===== src/core/fel_pkg.sv =====
/*
 * Constants and types of the fault escalation block.
 * Assumes one clock and a word-wide Avalon-MM port.
 */
package fel_pkg;

    // ----------------------------------------------------------------
    // Register byte offsets
    // ----------------------------------------------------------------
    localparam logic [7:0] OFS_CTRL      = 8'h00;
    localparam logic [7:0] OFS_STATE     = 8'h04;
    localparam logic [7:0] OFS_UF_STAT   = 8'h08;
    localparam logic [7:0] OFS_MP_S_STAT = 8'h0C;
    localparam logic [7:0] OFS_MP_N_STAT = 8'h10;
    localparam logic [7:0] OFS_BE_STAT   = 8'h14;
    localparam logic [7:0] OFS_SV_STAT   = 8'h18;
    localparam logic [7:0] OFS_UE_S_STAT = 8'h1C;
    localparam logic [7:0] OFS_UE_N_STAT = 8'h20;
    localparam logic [7:0] OFS_CAP0      = 8'h24;
    localparam logic [7:0] OFS_CAP1      = 8'h28;

    // ----------------------------------------------------------------
    // Field positions and reset values
    // ----------------------------------------------------------------
    localparam int          CTRL_BANK    = 0;
    localparam int          CTRL_SPLIT   = 1;
    localparam int          CTRL_SMASK   = 2;
    localparam int          CTRL_NMASK   = 3;
    localparam int          ST_LOCK      = 0;
    localparam int          ST_NMIBLK    = 1;
    localparam int          UF_ESC       = 1;
    localparam int          UF_LOCKUP    = 2;
    localparam int          FS_SEEN      = 0;
    localparam int          FS_VALID     = 7;
    localparam int          SV_VALID     = 6;
    localparam logic [3:0]  CTRL_RESET   = 4'h0;
    localparam logic [31:0] ZERO_WORD    = 32'h0000_0000;

    // ----------------------------------------------------------------
    // Priority levels, signed, lower value wins
    // ----------------------------------------------------------------
    localparam int PRIO_W = 10;
    typedef logic signed [PRIO_W-1:0] fel_prio_t;
    localparam fel_prio_t PRIO_RESET = -10'sd4;
    localparam fel_prio_t PRIO_SHF   = -10'sd3;
    localparam fel_prio_t PRIO_NMI   = -10'sd2;
    localparam fel_prio_t PRIO_HF    = -10'sd1;
    localparam fel_prio_t PRIO_ZERO  = 10'sd0;
    localparam fel_prio_t PRIO_HALF  = 10'sd128;
    localparam fel_prio_t PRIO_IDLE  = 10'sd256;

    // ----------------------------------------------------------------
    // Fault kinds and carriers
    // ----------------------------------------------------------------
    typedef enum logic [1:0] {
        FK_MEMPROT,
        FK_BUSERR,
        FK_USAGE,
        FK_SECVIOL
    } fel_kind_t;

    typedef struct packed {
        logic        valid;
        fel_kind_t   kind;
        logic        secure;
        logic [7:0]  prio;
        logic        enabled;
        logic        stack_entry;
        logic        addr_ok;
        logic [31:0] addr;
    } fel_fault_t;

    typedef struct packed {
        logic        in_handler;
        fel_kind_t   kind;
        logic        in_nmi;
        fel_prio_t   prio;
    } fel_exec_t;

    typedef struct packed {
        logic        take;
        logic        escalate;
        logic        secure_hf;
        logic        lock;
        fel_prio_t   prio;
    } fel_entry_t;

endpackage


===== src/core/fel_fault_escalation_lockup.sv =====
/*
 * Escalation to the unrecoverable fault,
 * fault address capture and lockup.
 * Assumes one fault per cycle with its
 * execution context; exception entry
 * acts on o_entry in the same cycle.
 */
// Summary of operation
// - Same-kind fault in its handler escalates
// - Fault not above serviced fault escalates
// - Fault not above execution priority escalates
// - Fault with disabled handler escalates
// - Bus fault on bus handler push proceeds
// - Bank bit 0: faults secure, -1, -2
// - Bank bit 1: nonsecure, secure fault -3
// - Secure banking: nonsecure mask blocks programmable only
// - Nonsecure priorities map to lower half when split
// - Nonsecure mask at bank bit 0 floors to 0x0 or 0x80
// - Secure mask boosts -1 or -3; nonsecure -1 at bank bit 1
// - Secure unrecoverable fault preemption by bank bit
// - Capture faulting address for address-bearing faults
// - Two capture registers split by security state
// - One shared capture register without security
// - Capture only while valid bit clear
// - Unserviceable, unescalatable fault enters lockup
// - Lockup leaves on reset, preemption, debug halt
// - Nonmaskable interrupt cannot release certain lockups
// - Memprot, usage status and address per state
// - Escalation sets the escalation indicator
`timescale 1ns/10ps
module fel_fault_escalation_lockup #(
    parameter int HAS_SEC = 1
) (
    input  wire logic                i_core_clk,
    input  wire logic                i_rst_n,
    input  wire logic [7:0]          i_avs_address,
    input  wire logic                i_avs_read,
    input  wire logic                i_avs_write,
    input  wire logic [31:0]         i_avs_writedata,
    input  wire logic [3:0]          i_avs_byteenable,
    output logic [31:0]              o_avs_readdata,
    output logic                     o_avs_waitrequest,
    input  wire fel_pkg::fel_fault_t i_fault,
    input  wire fel_pkg::fel_exec_t  i_exec,
    input  wire logic                i_exc_req,
    input  wire logic                i_exc_is_nmi,
    input  wire fel_pkg::fel_prio_t  i_exc_prio,
    input  wire logic                i_debug_halt,
    output fel_pkg::fel_entry_t      o_entry,
    output fel_pkg::fel_prio_t       o_mask_boost,
    output fel_pkg::fel_prio_t       o_prog_floor,
    output logic                     o_lockup
);
    import fel_pkg::*;

    if (HAS_SEC != 0 && HAS_SEC != 1) begin : g_chk
        $error("HAS_SEC must be 0 or 1");
    end

    // ----------------------------------------------------------------
    // Helpers
    // ----------------------------------------------------------------
    // Programmable priority on the common scale
    function automatic fel_prio_t map_prio(input logic [7:0] p,
                                           input logic       ns,
                                           input logic       split);
        if (ns && split) begin
            map_prio = fel_prio_t'({2'b00, 1'b1, p[7:1]});
        end else begin
            map_prio = fel_prio_t'({2'b00, p});
        end
    endfunction

    // W1C, set wins
    function automatic logic w1c(input logic q, input logic clr,
                                 input logic set);
        w1c = set | (q & ~clr);
    endfunction

    // ----------------------------------------------------------------
    // Control registers
    // ----------------------------------------------------------------
    logic [3:0]  ctrl_q;
    logic        lock_q;
    logic        nmiblk_q;
    fel_prio_t   lock_prio_q;
    logic [2:1]  uf_q;
    logic [1:0]  mp_seen_q;
    logic [1:0]  mp_val_q;
    logic [1:0]  ue_seen_q;
    logic        be_seen_q;
    logic        be_val_q;
    logic        sv_seen_q;
    logic        sv_val_q;
    logic [31:0] cap0_q;
    logic [31:0] cap1_q;
    logic        ack_q;
    logic [31:0] rdata_q;

    logic bank;
    logic split;
    assign bank  = (HAS_SEC == 1) ? ctrl_q[CTRL_BANK] : 1'b0;
    assign split = (HAS_SEC == 1) ? ctrl_q[CTRL_SPLIT] : 1'b0;

    // ----------------------------------------------------------------
    // Avalon-MM slave: one wait state on every access
    // ----------------------------------------------------------------
    logic req;
    logic wr_go;
    logic rd_go;
    assign req               = i_avs_read | i_avs_write;
    assign o_avs_waitrequest = req & ~ack_q;
    assign wr_go             = i_avs_write & ack_q;
    assign rd_go             = i_avs_read & ack_q;

    // Ack on a request's second cycle
    always_ff @(posedge i_core_clk) begin
        if (!i_rst_n) begin
            ack_q <= 1'b0;
        end else begin
            ack_q <= req & ~ack_q;
        end
    end

    // Lane 0 write strobe and clear bits
    logic       wlow;
    logic [7:0] wclr;
    assign wlow = wr_go & i_avs_byteenable[0];
    assign wclr = i_avs_writedata[7:0];

    function automatic logic hit(input logic [7:0] a, input logic [7:0] o);
        hit = (a[7:2] == o[7:2]);
    endfunction

    // ----------------------------------------------------------------
    // Target state of this fault
    // ----------------------------------------------------------------
    logic f_sec;
    always_comb begin
        if (HAS_SEC == 0) begin
            f_sec = 1'b0;
        end else if (i_fault.kind == FK_BUSERR) begin
            f_sec = ~bank;
        end else if (i_fault.kind == FK_SECVIOL) begin
            f_sec = 1'b1;
        end else begin
            f_sec = i_fault.secure;
        end
    end

    // ----------------------------------------------------------------
    // Escalation and lockup decision
    // ----------------------------------------------------------------
    fel_prio_t f_prio;
    fel_prio_t hf_prio;
    logic      esc;
    logic      lock;
    logic      shf;
    assign f_prio  = map_prio(i_fault.prio, ~f_sec, split);
    assign shf     = (HAS_SEC == 1) & bank & f_sec;
    assign hf_prio = shf ? PRIO_SHF : PRIO_HF;

    always_comb begin
        esc = 1'b0;
        if (!i_fault.enabled) begin
            esc = 1'b1;
        end
        if (i_exec.in_handler && i_exec.kind == i_fault.kind) begin
            esc = 1'b1;
        end
        if (f_prio >= i_exec.prio) begin
            esc = 1'b1;
        end
        // Corrupt stack still runs its handler
        if (i_fault.kind == FK_BUSERR && i_fault.stack_entry) begin
            esc = 1'b0;
        end
    end

    // Escalated fault that cannot preempt locks up
    assign lock = i_fault.valid & esc & (hf_prio >= i_exec.prio);

    always_comb begin
        o_entry           = '0;
        o_entry.take      = i_fault.valid & ~lock & ~lock_q;
        o_entry.escalate  = i_fault.valid & esc & ~lock;
        o_entry.secure_hf = i_fault.valid & esc & shf;
        o_entry.lock      = lock;
        o_entry.prio      = esc ? hf_prio : f_prio;
    end

    // ----------------------------------------------------------------
    // Mask boosts
    // ----------------------------------------------------------------
    // Boost hits all exceptions, floor programmable only
    always_comb begin
        o_mask_boost = PRIO_IDLE;
        o_prog_floor = PRIO_IDLE;
        if (ctrl_q[CTRL_NMASK]) begin
            if (bank) begin
                o_mask_boost = PRIO_HF;
            end else begin
                o_prog_floor = split ? PRIO_HALF : PRIO_ZERO;
            end
        end
        if (ctrl_q[CTRL_SMASK]) begin
            o_mask_boost = bank ? PRIO_SHF : PRIO_HF;
        end
    end

    // ----------------------------------------------------------------
    // Lockup state
    // ----------------------------------------------------------------
    logic release_ok;
    assign release_ok = i_debug_halt |
                        (i_exc_req & (i_exc_prio < lock_prio_q) &
                         ~(i_exc_is_nmi & nmiblk_q));

    always_ff @(posedge i_core_clk) begin
        if (!i_rst_n) begin
            lock_q      <= 1'b0;
            nmiblk_q    <= 1'b0;
            lock_prio_q <= PRIO_IDLE;
        end else if (lock_q && release_ok) begin
            lock_q      <= 1'b0;
            nmiblk_q    <= 1'b0;
            lock_prio_q <= PRIO_IDLE;
        end else if (!lock_q && lock) begin
            lock_q      <= 1'b1;
            nmiblk_q    <= i_exec.in_nmi | (bank & (i_exec.prio == PRIO_SHF));
            lock_prio_q <= i_exec.prio;
        end
    end
    assign o_lockup = lock_q;

    // ----------------------------------------------------------------
    // Control register writes
    // ----------------------------------------------------------------
    always_ff @(posedge i_core_clk) begin
        if (!i_rst_n) begin
            ctrl_q <= CTRL_RESET;
        end else if (wlow && hit(i_avs_address, OFS_CTRL)) begin
            ctrl_q <= i_avs_writedata[3:0];
        end
    end

    // ----------------------------------------------------------------
    // Unrecoverable fault status
    // ----------------------------------------------------------------
    logic uf_clr;
    assign uf_clr = wlow & hit(i_avs_address, OFS_UF_STAT);
    always_ff @(posedge i_core_clk) begin
        if (!i_rst_n) begin
            uf_q <= 2'b00;
        end else begin
            uf_q[UF_ESC]    <= w1c(uf_q[UF_ESC], uf_clr & wclr[UF_ESC],
                                   i_fault.valid & esc);
            uf_q[UF_LOCKUP] <= w1c(uf_q[UF_LOCKUP], uf_clr & wclr[UF_LOCKUP],
                                   lock);
        end
    end

    // ----------------------------------------------------------------
    // Address capture routing
    // ----------------------------------------------------------------
    // Slot 0 secure, slot 1 nonsecure
    logic slot;
    logic want;
    logic busy0;
    logic busy1;
    logic load0;
    logic load1;
    assign slot  = (HAS_SEC == 1) ? ~f_sec : 1'b0;
    assign want  = i_fault.valid & i_fault.addr_ok &
                   (i_fault.kind != FK_USAGE);
    assign busy0 = mp_val_q[0] | sv_val_q | (be_val_q & ~bank);
    assign busy1 = (HAS_SEC == 1) ? (mp_val_q[1] | (be_val_q & bank))
                                  : 1'b0;
    assign load0 = want & ~slot & ~busy0;
    assign load1 = want & slot & ~busy1;

    always_ff @(posedge i_core_clk) begin
        if (!i_rst_n) begin
            cap0_q <= ZERO_WORD;
        end else if (load0) begin
            cap0_q <= i_fault.addr;
        end
    end

    always_ff @(posedge i_core_clk) begin
        if (!i_rst_n) begin
            cap1_q <= ZERO_WORD;
        end else if (load1) begin
            cap1_q <= i_fault.addr;
        end
    end

    // ----------------------------------------------------------------
    // Fault status registers
    // ----------------------------------------------------------------
    logic [1:0] mp_hit;
    logic [1:0] ue_hit;
    logic [1:0] mp_clr;
    logic [1:0] ue_clr;
    logic       be_hit;
    logic       sv_hit;
    logic       be_clr;
    logic       sv_clr;
    logic       ld;
    assign ld        = load0 | load1;
    assign mp_hit[0] = i_fault.valid & (i_fault.kind == FK_MEMPROT) & ~slot;
    assign mp_hit[1] = i_fault.valid & (i_fault.kind == FK_MEMPROT) & slot;
    assign ue_hit[0] = i_fault.valid & (i_fault.kind == FK_USAGE) & ~slot;
    assign ue_hit[1] = i_fault.valid & (i_fault.kind == FK_USAGE) & slot;
    assign be_hit    = i_fault.valid & (i_fault.kind == FK_BUSERR);
    assign sv_hit    = i_fault.valid & (i_fault.kind == FK_SECVIOL);
    assign mp_clr[0] = wlow & hit(i_avs_address, OFS_MP_S_STAT);
    assign mp_clr[1] = wlow & hit(i_avs_address, OFS_MP_N_STAT);
    assign ue_clr[0] = wlow & hit(i_avs_address, OFS_UE_S_STAT);
    assign ue_clr[1] = wlow & hit(i_avs_address, OFS_UE_N_STAT);
    assign be_clr    = wlow & hit(i_avs_address, OFS_BE_STAT);
    assign sv_clr    = wlow & hit(i_avs_address, OFS_SV_STAT);

    // Banked copies; copy 0 only without security
    always_ff @(posedge i_core_clk) begin
        if (!i_rst_n) begin
            mp_seen_q <= 2'b00;
            mp_val_q  <= 2'b00;
            ue_seen_q <= 2'b00;
        end else begin
            for (int b = 0; b < 2; b++) begin
                mp_seen_q[b] <= w1c(mp_seen_q[b], mp_clr[b] & wclr[FS_SEEN],
                                    mp_hit[b]);
                mp_val_q[b]  <= w1c(mp_val_q[b], mp_clr[b] & wclr[FS_VALID],
                                    mp_hit[b] & ld);
                ue_seen_q[b] <= w1c(ue_seen_q[b], ue_clr[b] & wclr[FS_SEEN],
                                    ue_hit[b]);
            end
        end
    end

    always_ff @(posedge i_core_clk) begin
        if (!i_rst_n) begin
            be_seen_q <= 1'b0;
            be_val_q  <= 1'b0;
            sv_seen_q <= 1'b0;
            sv_val_q  <= 1'b0;
        end else begin
            be_seen_q <= w1c(be_seen_q, be_clr & wclr[FS_SEEN], be_hit);
            be_val_q  <= w1c(be_val_q, be_clr & wclr[FS_VALID],
                             be_hit & ld);
            sv_seen_q <= w1c(sv_seen_q, sv_clr & wclr[FS_SEEN], sv_hit);
            sv_val_q  <= w1c(sv_val_q, sv_clr & wclr[SV_VALID],
                             sv_hit & ld);
        end
    end

    // ----------------------------------------------------------------
    // Read data, latched at the acknowledging edge
    // ----------------------------------------------------------------
    logic [31:0] rmux;
    always_comb begin
        rmux = ZERO_WORD;
        case (i_avs_address[7:2])
            OFS_CTRL[7:2]:      rmux[3:0]         = ctrl_q;
            OFS_STATE[7:2]: begin
                rmux[ST_LOCK]   = lock_q;
                rmux[ST_NMIBLK] = nmiblk_q;
            end
            OFS_UF_STAT[7:2]:   rmux[UF_LOCKUP:UF_ESC] = uf_q;
            OFS_MP_S_STAT[7:2]: begin
                rmux[FS_SEEN]  = mp_seen_q[0];
                rmux[FS_VALID] = mp_val_q[0];
            end
            OFS_MP_N_STAT[7:2]: begin
                rmux[FS_SEEN]  = mp_seen_q[1];
                rmux[FS_VALID] = mp_val_q[1];
            end
            OFS_BE_STAT[7:2]: begin
                rmux[FS_SEEN]  = be_seen_q;
                rmux[FS_VALID] = be_val_q;
            end
            OFS_SV_STAT[7:2]: begin
                rmux[FS_SEEN]  = sv_seen_q;
                rmux[SV_VALID] = sv_val_q;
            end
            OFS_UE_S_STAT[7:2]: rmux[FS_SEEN] = ue_seen_q[0];
            OFS_UE_N_STAT[7:2]: rmux[FS_SEEN] = ue_seen_q[1];
            OFS_CAP0[7:2]:      rmux = cap0_q;
            OFS_CAP1[7:2]:      rmux = cap1_q;
            default:            rmux = ZERO_WORD;
        endcase
    end

    always_ff @(posedge i_core_clk) begin
        if (!i_rst_n) begin
            rdata_q <= ZERO_WORD;
        end else if (i_avs_read && !ack_q) begin
            rdata_q <= rmux;
        end
    end
    assign o_avs_readdata = rd_go ? rdata_q : ZERO_WORD;

endmodule


===== config.mk =====
export PLATFORM = sky130hd
export DESIGN_NAME = fel_fault_escalation_lockup
export DESIGN_NICKNAME = d
export VERILOG_FILES = /design/src/core/fel_pkg.sv /design/src/core/fel_fault_escalation_lockup.sv
export SDC_FILE = /design/constraint.sdc
export NUM_CORES = 1
export LEC_CHECK = 0
export BUFFER_PORTS_ARGS = -buffer_cell sky130_fd_sc_hd__buf_2
export CORE_UTILIZATION = 47
export CTS_CLUSTER_SIZE = 16
export DETAILED_ROUTE_END_ITERATION = 12
export GPL_ROUTABILITY_DRIVEN = 0
export GPL_TIMING_DRIVEN = 0
export HOLD_SLACK_MARGIN = 0.1
export PLACE_DENSITY_LB_ADDON = 0.15
export SLEW_MARGIN = 20
export SYNTH_ARGS = -nofsm -noshare
export SYNTH_HDL_FRONTEND = slang
export SYNTH_SLANG_ARGS = --single-unit

===== constraint.sdc =====
create_clock -name i_core_clk -period 4.12 [get_ports i_core_clk]
set_input_delay 0.618 -clock i_core_clk [delete_from_list [all_inputs] [get_ports i_core_clk]]
set_output_delay 0.618 -clock i_core_clk [all_outputs]
set_load 0.02 [all_outputs]

# Word level (Yosys, flattened, before mapping)
# Index checks and enable logic that the tools add are counted.
op_classes:
  n_bitwise: 106
  muxes: 25
  shifts: 0
  add_sub_neg: 0
  n_mul: 0
  eq_ne: 16
  n_lt_le_gt_ge: 3
  reduce_logical: 12
  n_div: 0
ops:
  columns: ["operator", "count"]
  rows:
  - ["$and A1 B1 Y1", 66]
  - ["$pmux W24 S2", 1]
  - ["$mux W10", 4]
  - ["$mux W32", 1]
  - ["$eq A6 B3 Y1 const B", 4]
  - ["$not A1 Y1", 21]
  - ["$or A1 B1 Y1", 19]
  - ["$eq A6 B4 Y1 const B", 3]
  - ["$mux W9", 2]
  - ["$mux W8", 2]
  - ["$eq A6 B2 Y1 const B", 2]
  - ["$eq A10 B3 Y1 const B", 1]
  - ["$ge A10 B10 Y1", 1]
  - ["$ge A3 B10 Y1", 1]
  - ["$lt A10 B10 Y1", 1]
  - ["$pmux W1 S10", 1]
  - ["$pmux W1 S5", 2]
  - ["$logic_and A1 B1 Y1", 7]
  - ["$eq A6 B1 Y1 const B", 1]
  - ["$logic_not A6 Y1", 1]
  - ["$mux W1", 6]
  - ["$pmux W1 S3", 2]
  - ["$eq A2 B2 Y1 const B", 2]
  - ["$mux W2", 2]
  - ["8 further kinds", 9]
word_totals:
  wordCells: 178
  romBits: 0
  ramBits: 0
  reg_bits: 125
  out_inout_bits: 68
  latchBits: 0
  in_bits: 122
  n_memories: 0

# Longest topological paths before layout
# Gate-level depths: netlist of run 1.
depth:
  word_depth: 14
  depth_mapped: 12
  mapped_depth_nobuf: 10

# Least setup slack after synthesis of run 1
# OpenSTA, ideal clock, no wires.
synth_path:
  path_kind: "input-to-output"
  from: "in i_fault[44] in the netlist's numbering"
  to: "out o_entry[1] in the netlist's numbering"
  t_arrival_ns: 3.008
  required_time_ns: 3.502
  stages: 11
  path_buffers: 1
  path_slack_ns: 0.494
  path_cell_list: "buf_2 nand2_1 o22ai_2 nand2_1 mux2_2 ha_1 a21o_1 a31oi_1 o21ai_0 a22oi_2 mux2_2"
synth_lines:
  columns: ["element", "line_no", "text"]
  rows:
  - ["from (decl)", "fel_fault_escalation_lockup.sv:43", "input wire fel_pkg::fel_fault_t i_fault,"]
  - ["to (decl)", "fel_fault_escalation_lockup.sv:49", "output fel_pkg::fel_entry_t o_entry,"]

==> summary.md, run 1 <==
| Metric | Value |
|---|---|
| Status | finished clean |
| Synth unique cells | 61 |
| Row Count | 42 |
| Clock power frac | 0.451 |
| Final period util | 0.943 |
| Post-synth EDFFs | 0 |
| FMAX | 0.257 GHz |
| Main flop type after synthesis | dfxtp_1 |
| GRT overflow | 0 |
| Gate power share | 0.131 |
| Max-cap violations | 0 |
| Final setup skew | 0.00686 ns |
| CTS tree | yes |
| Slew Limit Fails | 0 |
| Avg Inst Size Synth | 9.04 um2 |
| WP data required | 3.50 ns |
| Critical Setup Path Class | reg2out |
| Synth area leader | dfxtp_1 |
| Worst Setup End Kind | output port |
| Htree depth | 4 |
| CP max stage delay | 0.38 ns |
| Worst setup SP type | register |
| Global Route Usage Sum | 0.262 |
| Synth top area share | 0.387 |
| Global route hottest layer | met2 |
| Cell-internal power | 2.31 mW |
| Detailed placement HPWL | 13.3 mm |
| Number of DRC markers in iteration 0 | 452 |
| Boundary Pins | 190 |
| Drt pass-1 iters | 7 |
| Post-Syn Instances | 715 |
| VDD IR max | 0.229 mV |
| GRT met3 Usage | 0.0632 |
| Hold Fails Final Rpt | 0 |
| Vias per cell | 5.48 |
| Initial core utilization | 0.484 |
| Vias in the first global route | 5821 |
| Cell Chain, Critical Path | buf_2 -> nand2_1 -> o22ai_4 -> nand2_4 -> mux2_2 -> ha_1 -> a21o_1 -> a31oi_1 -> o21ai_1 -> a22oi_2 -> mux2_2 -> buf_2 |
| Sequential area share after synthesis | 0.387 |
| P_sw | 0.785 mW |
| First-pass GRT wire length | 29.0 mm |
| Synth top area cells | dfxtp_1, mux2i_1, nor3b_2 |
| Met1 Usage GRT | 0.313 |
| Layout cells sized above 1 | 0.287 |
| Core area | 13300 um2 |
| Commonest cells after routing, fill and taps aside | buf_2, dfxtp_1, nand2_1 |
| Leakage | 3.48 nW |
| Power share of the sequential group | 0.418 |
| Initial antenna violation count | 1 |
| HP Class | in2reg |
| Root buf cell | clkbuf_16 |
| Unrepaired setup endpoints after global routing | no |
| Flops & latches, synth | 125 |
| Arr. time, crit path | 3.27 ns |
| Drt wl/cell | 16.8 um |
| Async set-reset flop share out of synthesis | 0 |
| Antenna viol nets, final | 0 |
| Min Hold Slack | 0.456 ns |
| Core Util, Final | 0.601 |
| CP max-delay cell | mux2_2 |
| Fin nets | 1030 |
| Port bufs | 147 |
| Routing usage on met2 | 0.448 |
| Worst Max-Slew Pin Slew | 0.734 ns |
| Final setup viols | 0 |
| Num CTS Buffers | 17 |
| Clock period minus worst slack | 3.88 ns |
| Die area | 14200 um2 |
| # clock sinks | 125 |
| Clk_lat worst skew | 0.43 ns |
| Switch share | 0.254 |
| Routed WL | 18.1 mm |
| Horiz. Die Dim | 119 um |
| Die Y | 119 um |
| Power Dens Cells | 385 nW/um2 |
| Max clock buf depth | 2 |
| Commonest non-fill, non-tap cell in the layout | buf_2 |
| Antenna diode count | 0 |
| Clock Pin Slew Worst Setup and Hold Paths | 0.05 ns |
| Via count | 5912 |
| Max transition margin | 0.507 |
| Layout area overhead | 24.1% |
| Largest net degree at the start of global routing | 17 |
| Post-Syn Area | 6460 um2 |
| CP Max Fanout | 10 |
| Layout fillers | 1205 |
| DR DRC count | 0 |
| Ys Warns | 0 |
==> cell type report <==
cell class / instances / area, um2 / area share
Clock inverter: 7 / 62.6 / 0.00780
Multi-Input combinational cell: 504 / 3530 / 0.440
Clock buffer: 25 / 485 / 0.0605
Buffer: 67 / 372 / 0.0463
Tap cell: 176 / 220 / 0.0275
Inverter: 26 / 97.6 / 0.0122
Sequential cell: 125 / 2500 / 0.312
Timing Repair Buffer: 149 / 751 / 0.0936
==> registers in the layout (all words and copies together) (netlist names), 2 cells and up <==
register,count
uf_q,2
rdata_q,32
ue_seen_q,2
cap1_q,32
cap0_q,32
mp_val_q,2
lock_prio_q,10
mp_seen_q,2
ctrl_q,4
==> worst max-delay path, delay by kind of cell (launching register included) <==
family / cells / cell delay (ns)
AOI/OAI and AO/OA: 5 / 0.93
adders and majority gates: 1 / 0.29
buffers and inverters: 2 / 0.36
DFF: 1 / 0.30
muxes: 2 / 0.69
and+or+nand+nor: 2 / 0.26
==> cells by family (layout without fill, tap and decap cells) <==
logic type / after synthesis / count (layout) / synth area share
fa+ha+maj: 18 / 18 / 0.0349
other cells: 2 / 9 / 0.00116
buf+inv: 93 / 274 / 0.0726
flops: 125 / 125 / 0.387
mux: 50 / 50 / 0.0811
simple gates: 278 / 278 / 0.249
xor+xnor: 2 / 2 / 0.00271
compound gates: 147 / 147 / 0.171
==> power by group through the flow <==
| stage | logic, mW | registers, mW | clock network [mW] |
|---|---|---|---|
| 3_3_place_gp | 0.388 | 1.32 | 0 |
| 4_1_cts | 0.404 | 1.29 | 1.41 |
| 5_1_grt | 0.448 | 1.30 | 1.46 |
| 2_1_floorplan | 0.263 | 1.31 | 0 |
| 3_5_place_dp | 0.399 | 1.32 | 0 |
| 6_report | 0.405 | 1.29 | 1.39 |
==> metrics by stage <==
step | setup TNS, ns | setup slack [ns] | area [um2] | cells | power, mW
after floorplan | 0 | 0.494 | 6490 | 722 | 1.57
after global placement | -0.0218 | -0.0218 | 7440 | 1045 | 1.70
after detailed placement | -0.0874 | -0.0874 | 7440 | 1045 | 1.72
after CTS | 0 | 0.0417 | 8010 | 1079 | 3.11
after global routing | 0 | 0.0401 | 8020 | 1079 | 3.21
final | 0 | 0.236 | 8020 | 1079 | 3.09
==> synth_stat cells (all sizes together) (2+ instances only) <==
library cell and instances:
o22ai 3, clkbuf 32, and2 2, o2bb2ai 7, a2111oi 3, o21bai 3, a221oi 30, a2bb2oi 3
nand2b 13, nand2 86, ha 18, a21o 2, o211ai 2, nor3b 29, nand3 12, mux2i 40
conb 2, dfxtp 125, nand4 2, a21oi 11, o31ai 3, nand3b 3, nor3 10, inv 26
nor2b 42, xnor2 2, a31oi 2, and3 35, a21boi 42, o211a 2, buf 35, nor2 38
nor4 2, o21ai 22, mux2 9
==> path summary, 6_finish.rpt <==
check | cells after the start | startpoint | to | slack (ns)
min | 3 | i_fault[16] | cap1_q[16] | 0.46
max | 12 | ctrl_q[0] | o_entry[1] | 0.24
max reg2reg | 11 | ctrl_q[0] | nmiblk_q | 1.35
min reg2reg | 1 | lock_prio_q[3] | lock_prio_q[3] | 0.46
==> routing by layer <==
| layer | part of all wire | up-vias |
|---|---|---|
| li1 | - | 2859 |
| met1 | 0.42 | 2750 |
| met2 | 0.48 | 260 |
| met3 | 0.074 | 41 |
| met4 | 0.023 | 2 |
| met5 | 0.00044 | - |
==> what timing repair did <==
action,4_1_cts,5_1_grt
endpoints found under the setup margin,3,9
hold buffers,0,0
buffers inserted,2,0
pin swaps,1,1
resized for setup,1,3
Power figures use the tool's default switching activity.
==> run 2: changes to the inputs <==
--- a/config.mk
+++ b/config.mk
@@ -6,7 +6,9 @@
 export NUM_CORES = 1
 export LEC_CHECK = 0
 export BUFFER_PORTS_ARGS = -buffer_cell sky130_fd_sc_hd__buf_2
+export CORE_MARGIN = 5
 export CORE_UTILIZATION = 47
+export CTS_BUF_LIST = sky130_fd_sc_hd__clkbuf_8
 export CTS_CLUSTER_SIZE = 16
 export DETAILED_ROUTE_END_ITERATION = 12
 export GPL_ROUTABILITY_DRIVEN = 0
==> summary.md, run 2 (same netlist as run 1, synthesis figures left out) <==
| Metric | Value |
|---|---|
| Status | finished clean |
| Initial antenna violation count | 2 |
| Num CTS Buffers | 17 |
| Drt pass-1 iters | 5 |
| Hold Fails Final Rpt | 0 |
| Layout fillers | 1215 |
| Routed WL | 18.7 mm |
| Horiz. Die Dim | 127 um |
| Detailed placement HPWL | 14.2 mm |
| Vias in the first global route | 6086 |
| Layout cells sized above 1 | 0.289 |
| Max-cap violations | 0 |
| Core area | 13300 um2 |
| CTS tree | yes |
| Global Route Usage Sum | 0.231 |
| Clock period minus worst slack | 3.94 ns |
| Layout area overhead | 22.3% |
| Drt wl/cell | 17.3 um |
| Clk_lat worst skew | 0.43 ns |
| Hold depth | 3 |
| Worst Max-Slew Pin Slew | 0.767 ns |
| FF-to-FF End | nmiblk_q |
| Worst Setup End Kind | output port |
| Largest regs | cap0_q: 32 flops, cap1_q: 32 flops, rdata_q: 32 flops |
| Port bufs | 147 |
| Power Dens Cells | 358 nW/um2 |
| Commonest non-fill, non-tap cell in the layout | buf_2 |
| Number of DRC markers in iteration 0 | 326 |
| Row Count | 42 |
| Antenna viol nets, final | 0 |
| Final setup viols | 0 |
| Hold worst-path end | cap1_q[22] |
| FMAX | 0.254 GHz |
| Final WS setup | 0.184 ns |
| Root buf cell | clkbuf_8 |
| Max clock buf depth | 2 |
| Clock Pin Slew Worst Setup and Hold Paths | 0.07 ns |
| Final setup skew | 0.00726 ns |
| Max transition margin | 0.485 |
| Slew Limit Fails | 0 |
| Initial core utilization | 0.484 |
| Final Cell Area | 7900 um2 |
| Leakage | 3.45 nW |
| First-pass GRT wire length | 30.1 mm |
| Internal reg-to-reg setup slack | 1.35 ns |
| Antenna diode count | 0 |
| Worst R2R Start | ctrl_q[0] |
| Htree depth | 4 |
| Placed inst area | 7440 um2 |
| VDD IR max | 0.214 mV |
| HP Class | in2reg |
| GRT overflow | 0 |
| Pre-CTS setup slack | -0.0725 ns |
| # clock sinks | 125 |
| Critical Setup Path Class | reg2out |
| Die Y | 127 um |
| Core Util, Final | 0.592 |
| Worst reg-to-reg path cell count | 11 |
| Vias per cell | 5.49 |
| DR DRC count | 0 |
| Hold_sp | i_fault[22] |
| Worst setup SP type | register |
| Via count | 5926 |
| Commonest cells after routing, fill and taps aside | buf_2, dfxtp_1, nand2_1 |
| Fin nets | 1031 |
| Boundary Pins | 190 |
| Arr. time, crit path | 3.32 ns |
| Final period util | 0.955 |
| Largest net degree at the start of global routing | 17 |
| WP data required | 3.50 ns |
| CP Max Fanout | 10 |
| Die area | 16200 um2 |
==> run 2: cell types whose count changed in the layout (fill, tap and decap cells not counted), sizes merged <==
cell,change
clkbuf,-3
buf,+1
clkinvlp,-1
inv,+4
bufinv,+2
clkinv,-2
==> run 2: final cells by class <==
| type | count | area, um2 | share of cell area |
|---|---|---|---|
| clock buffers | 22 | 303 | 0.0383 |
| repair buffers | 150 | 758 | 0.0959 |
| multi-input cells | 504 | 3530 | 0.447 |
| flip-flops and latches | 125 | 2500 | 0.317 |
| well taps | 176 | 220 | 0.0279 |
| plain buffers | 67 | 372 | 0.0470 |
| inverters | 26 | 97.6 | 0.0123 |
| clock inverters | 10 | 120 | 0.0152 |
==> run 2: through the flow <==
step | TNS (ns) | std cells | power [mW] | hold WS, ns
2_1_floorplan | 0 | 722 | 1.57 | 0.432
3_3_place_gp | -0.0139 | 1045 | 1.70 | 0.449
3_5_place_dp | -0.0725 | 1045 | 1.72 | 0.454
4_1_cts | 0 | 1079 | 2.84 | 0.420
6_report | 0 | 1080 | 2.83 | 0.439
5_1_grt | -0.0000915 | 1080 | 2.94 | 0.439
==> run 2: report_power, final <==
part           switching [mW]  internal [mW]
clock network           0.464          0.668
logic                   0.233          0.175
registers              0.0305           1.26
==> run 2: per-layer routing <==
metal | wire, um | vias to the layer above | track usage | share of wire
li1 | - | 2855 | - | -
met1 | 8000 | 2820 | 0.277 | 0.43
met2 | 8990 | 208 | 0.404 | 0.48
met3 | 1220 | 39 | 0.0509 | 0.065
met4 | 412 | 4 | 0.0839 | 0.022
met5 | 27 | - | 0 | 0.0014
==> run 2: worst max-delay path, stage by stage (launching register included) <==
cell     delay [ns]
dfxtp_1        0.30
buf_2          0.22
nand2_1        0.13
o22ai_4        0.22
nand2_4        0.14
mux2_2         0.31
ha_1           0.29
a21o_1         0.18
a31oi_1        0.15
o21ai_1        0.16
a22oi_2        0.25
mux2_2         0.39
buf_2          0.16
==> run 2: how the worst max path moves through the flow <==
stage	start	to	depth (start not counted)	slack (ns)
3_3_place_gp	i_fault[44]	o_entry[1]	12	-0.01
2_1_floorplan	i_fault[44]	o_entry[1]	11	0.49
5_1_grt	ctrl_q[0]	o_entry[1]	12	-0.00009
3_5_place_dp	i_fault[44]	o_entry[1]	12	-0.07
4_1_cts	ctrl_q[0]	o_entry[1]	12	0.05
6_report	ctrl_q[0]	o_entry[1]	12	0.18
==> run 2: repair_timing <==
item / in CTS / in global routing
pin swaps: 1 / 2
endpoints found under the setup margin: 3 / 4
hold buffers: 0 / 0
buffers inserted: 2 / 1
gates resized for setup: 3 / 1
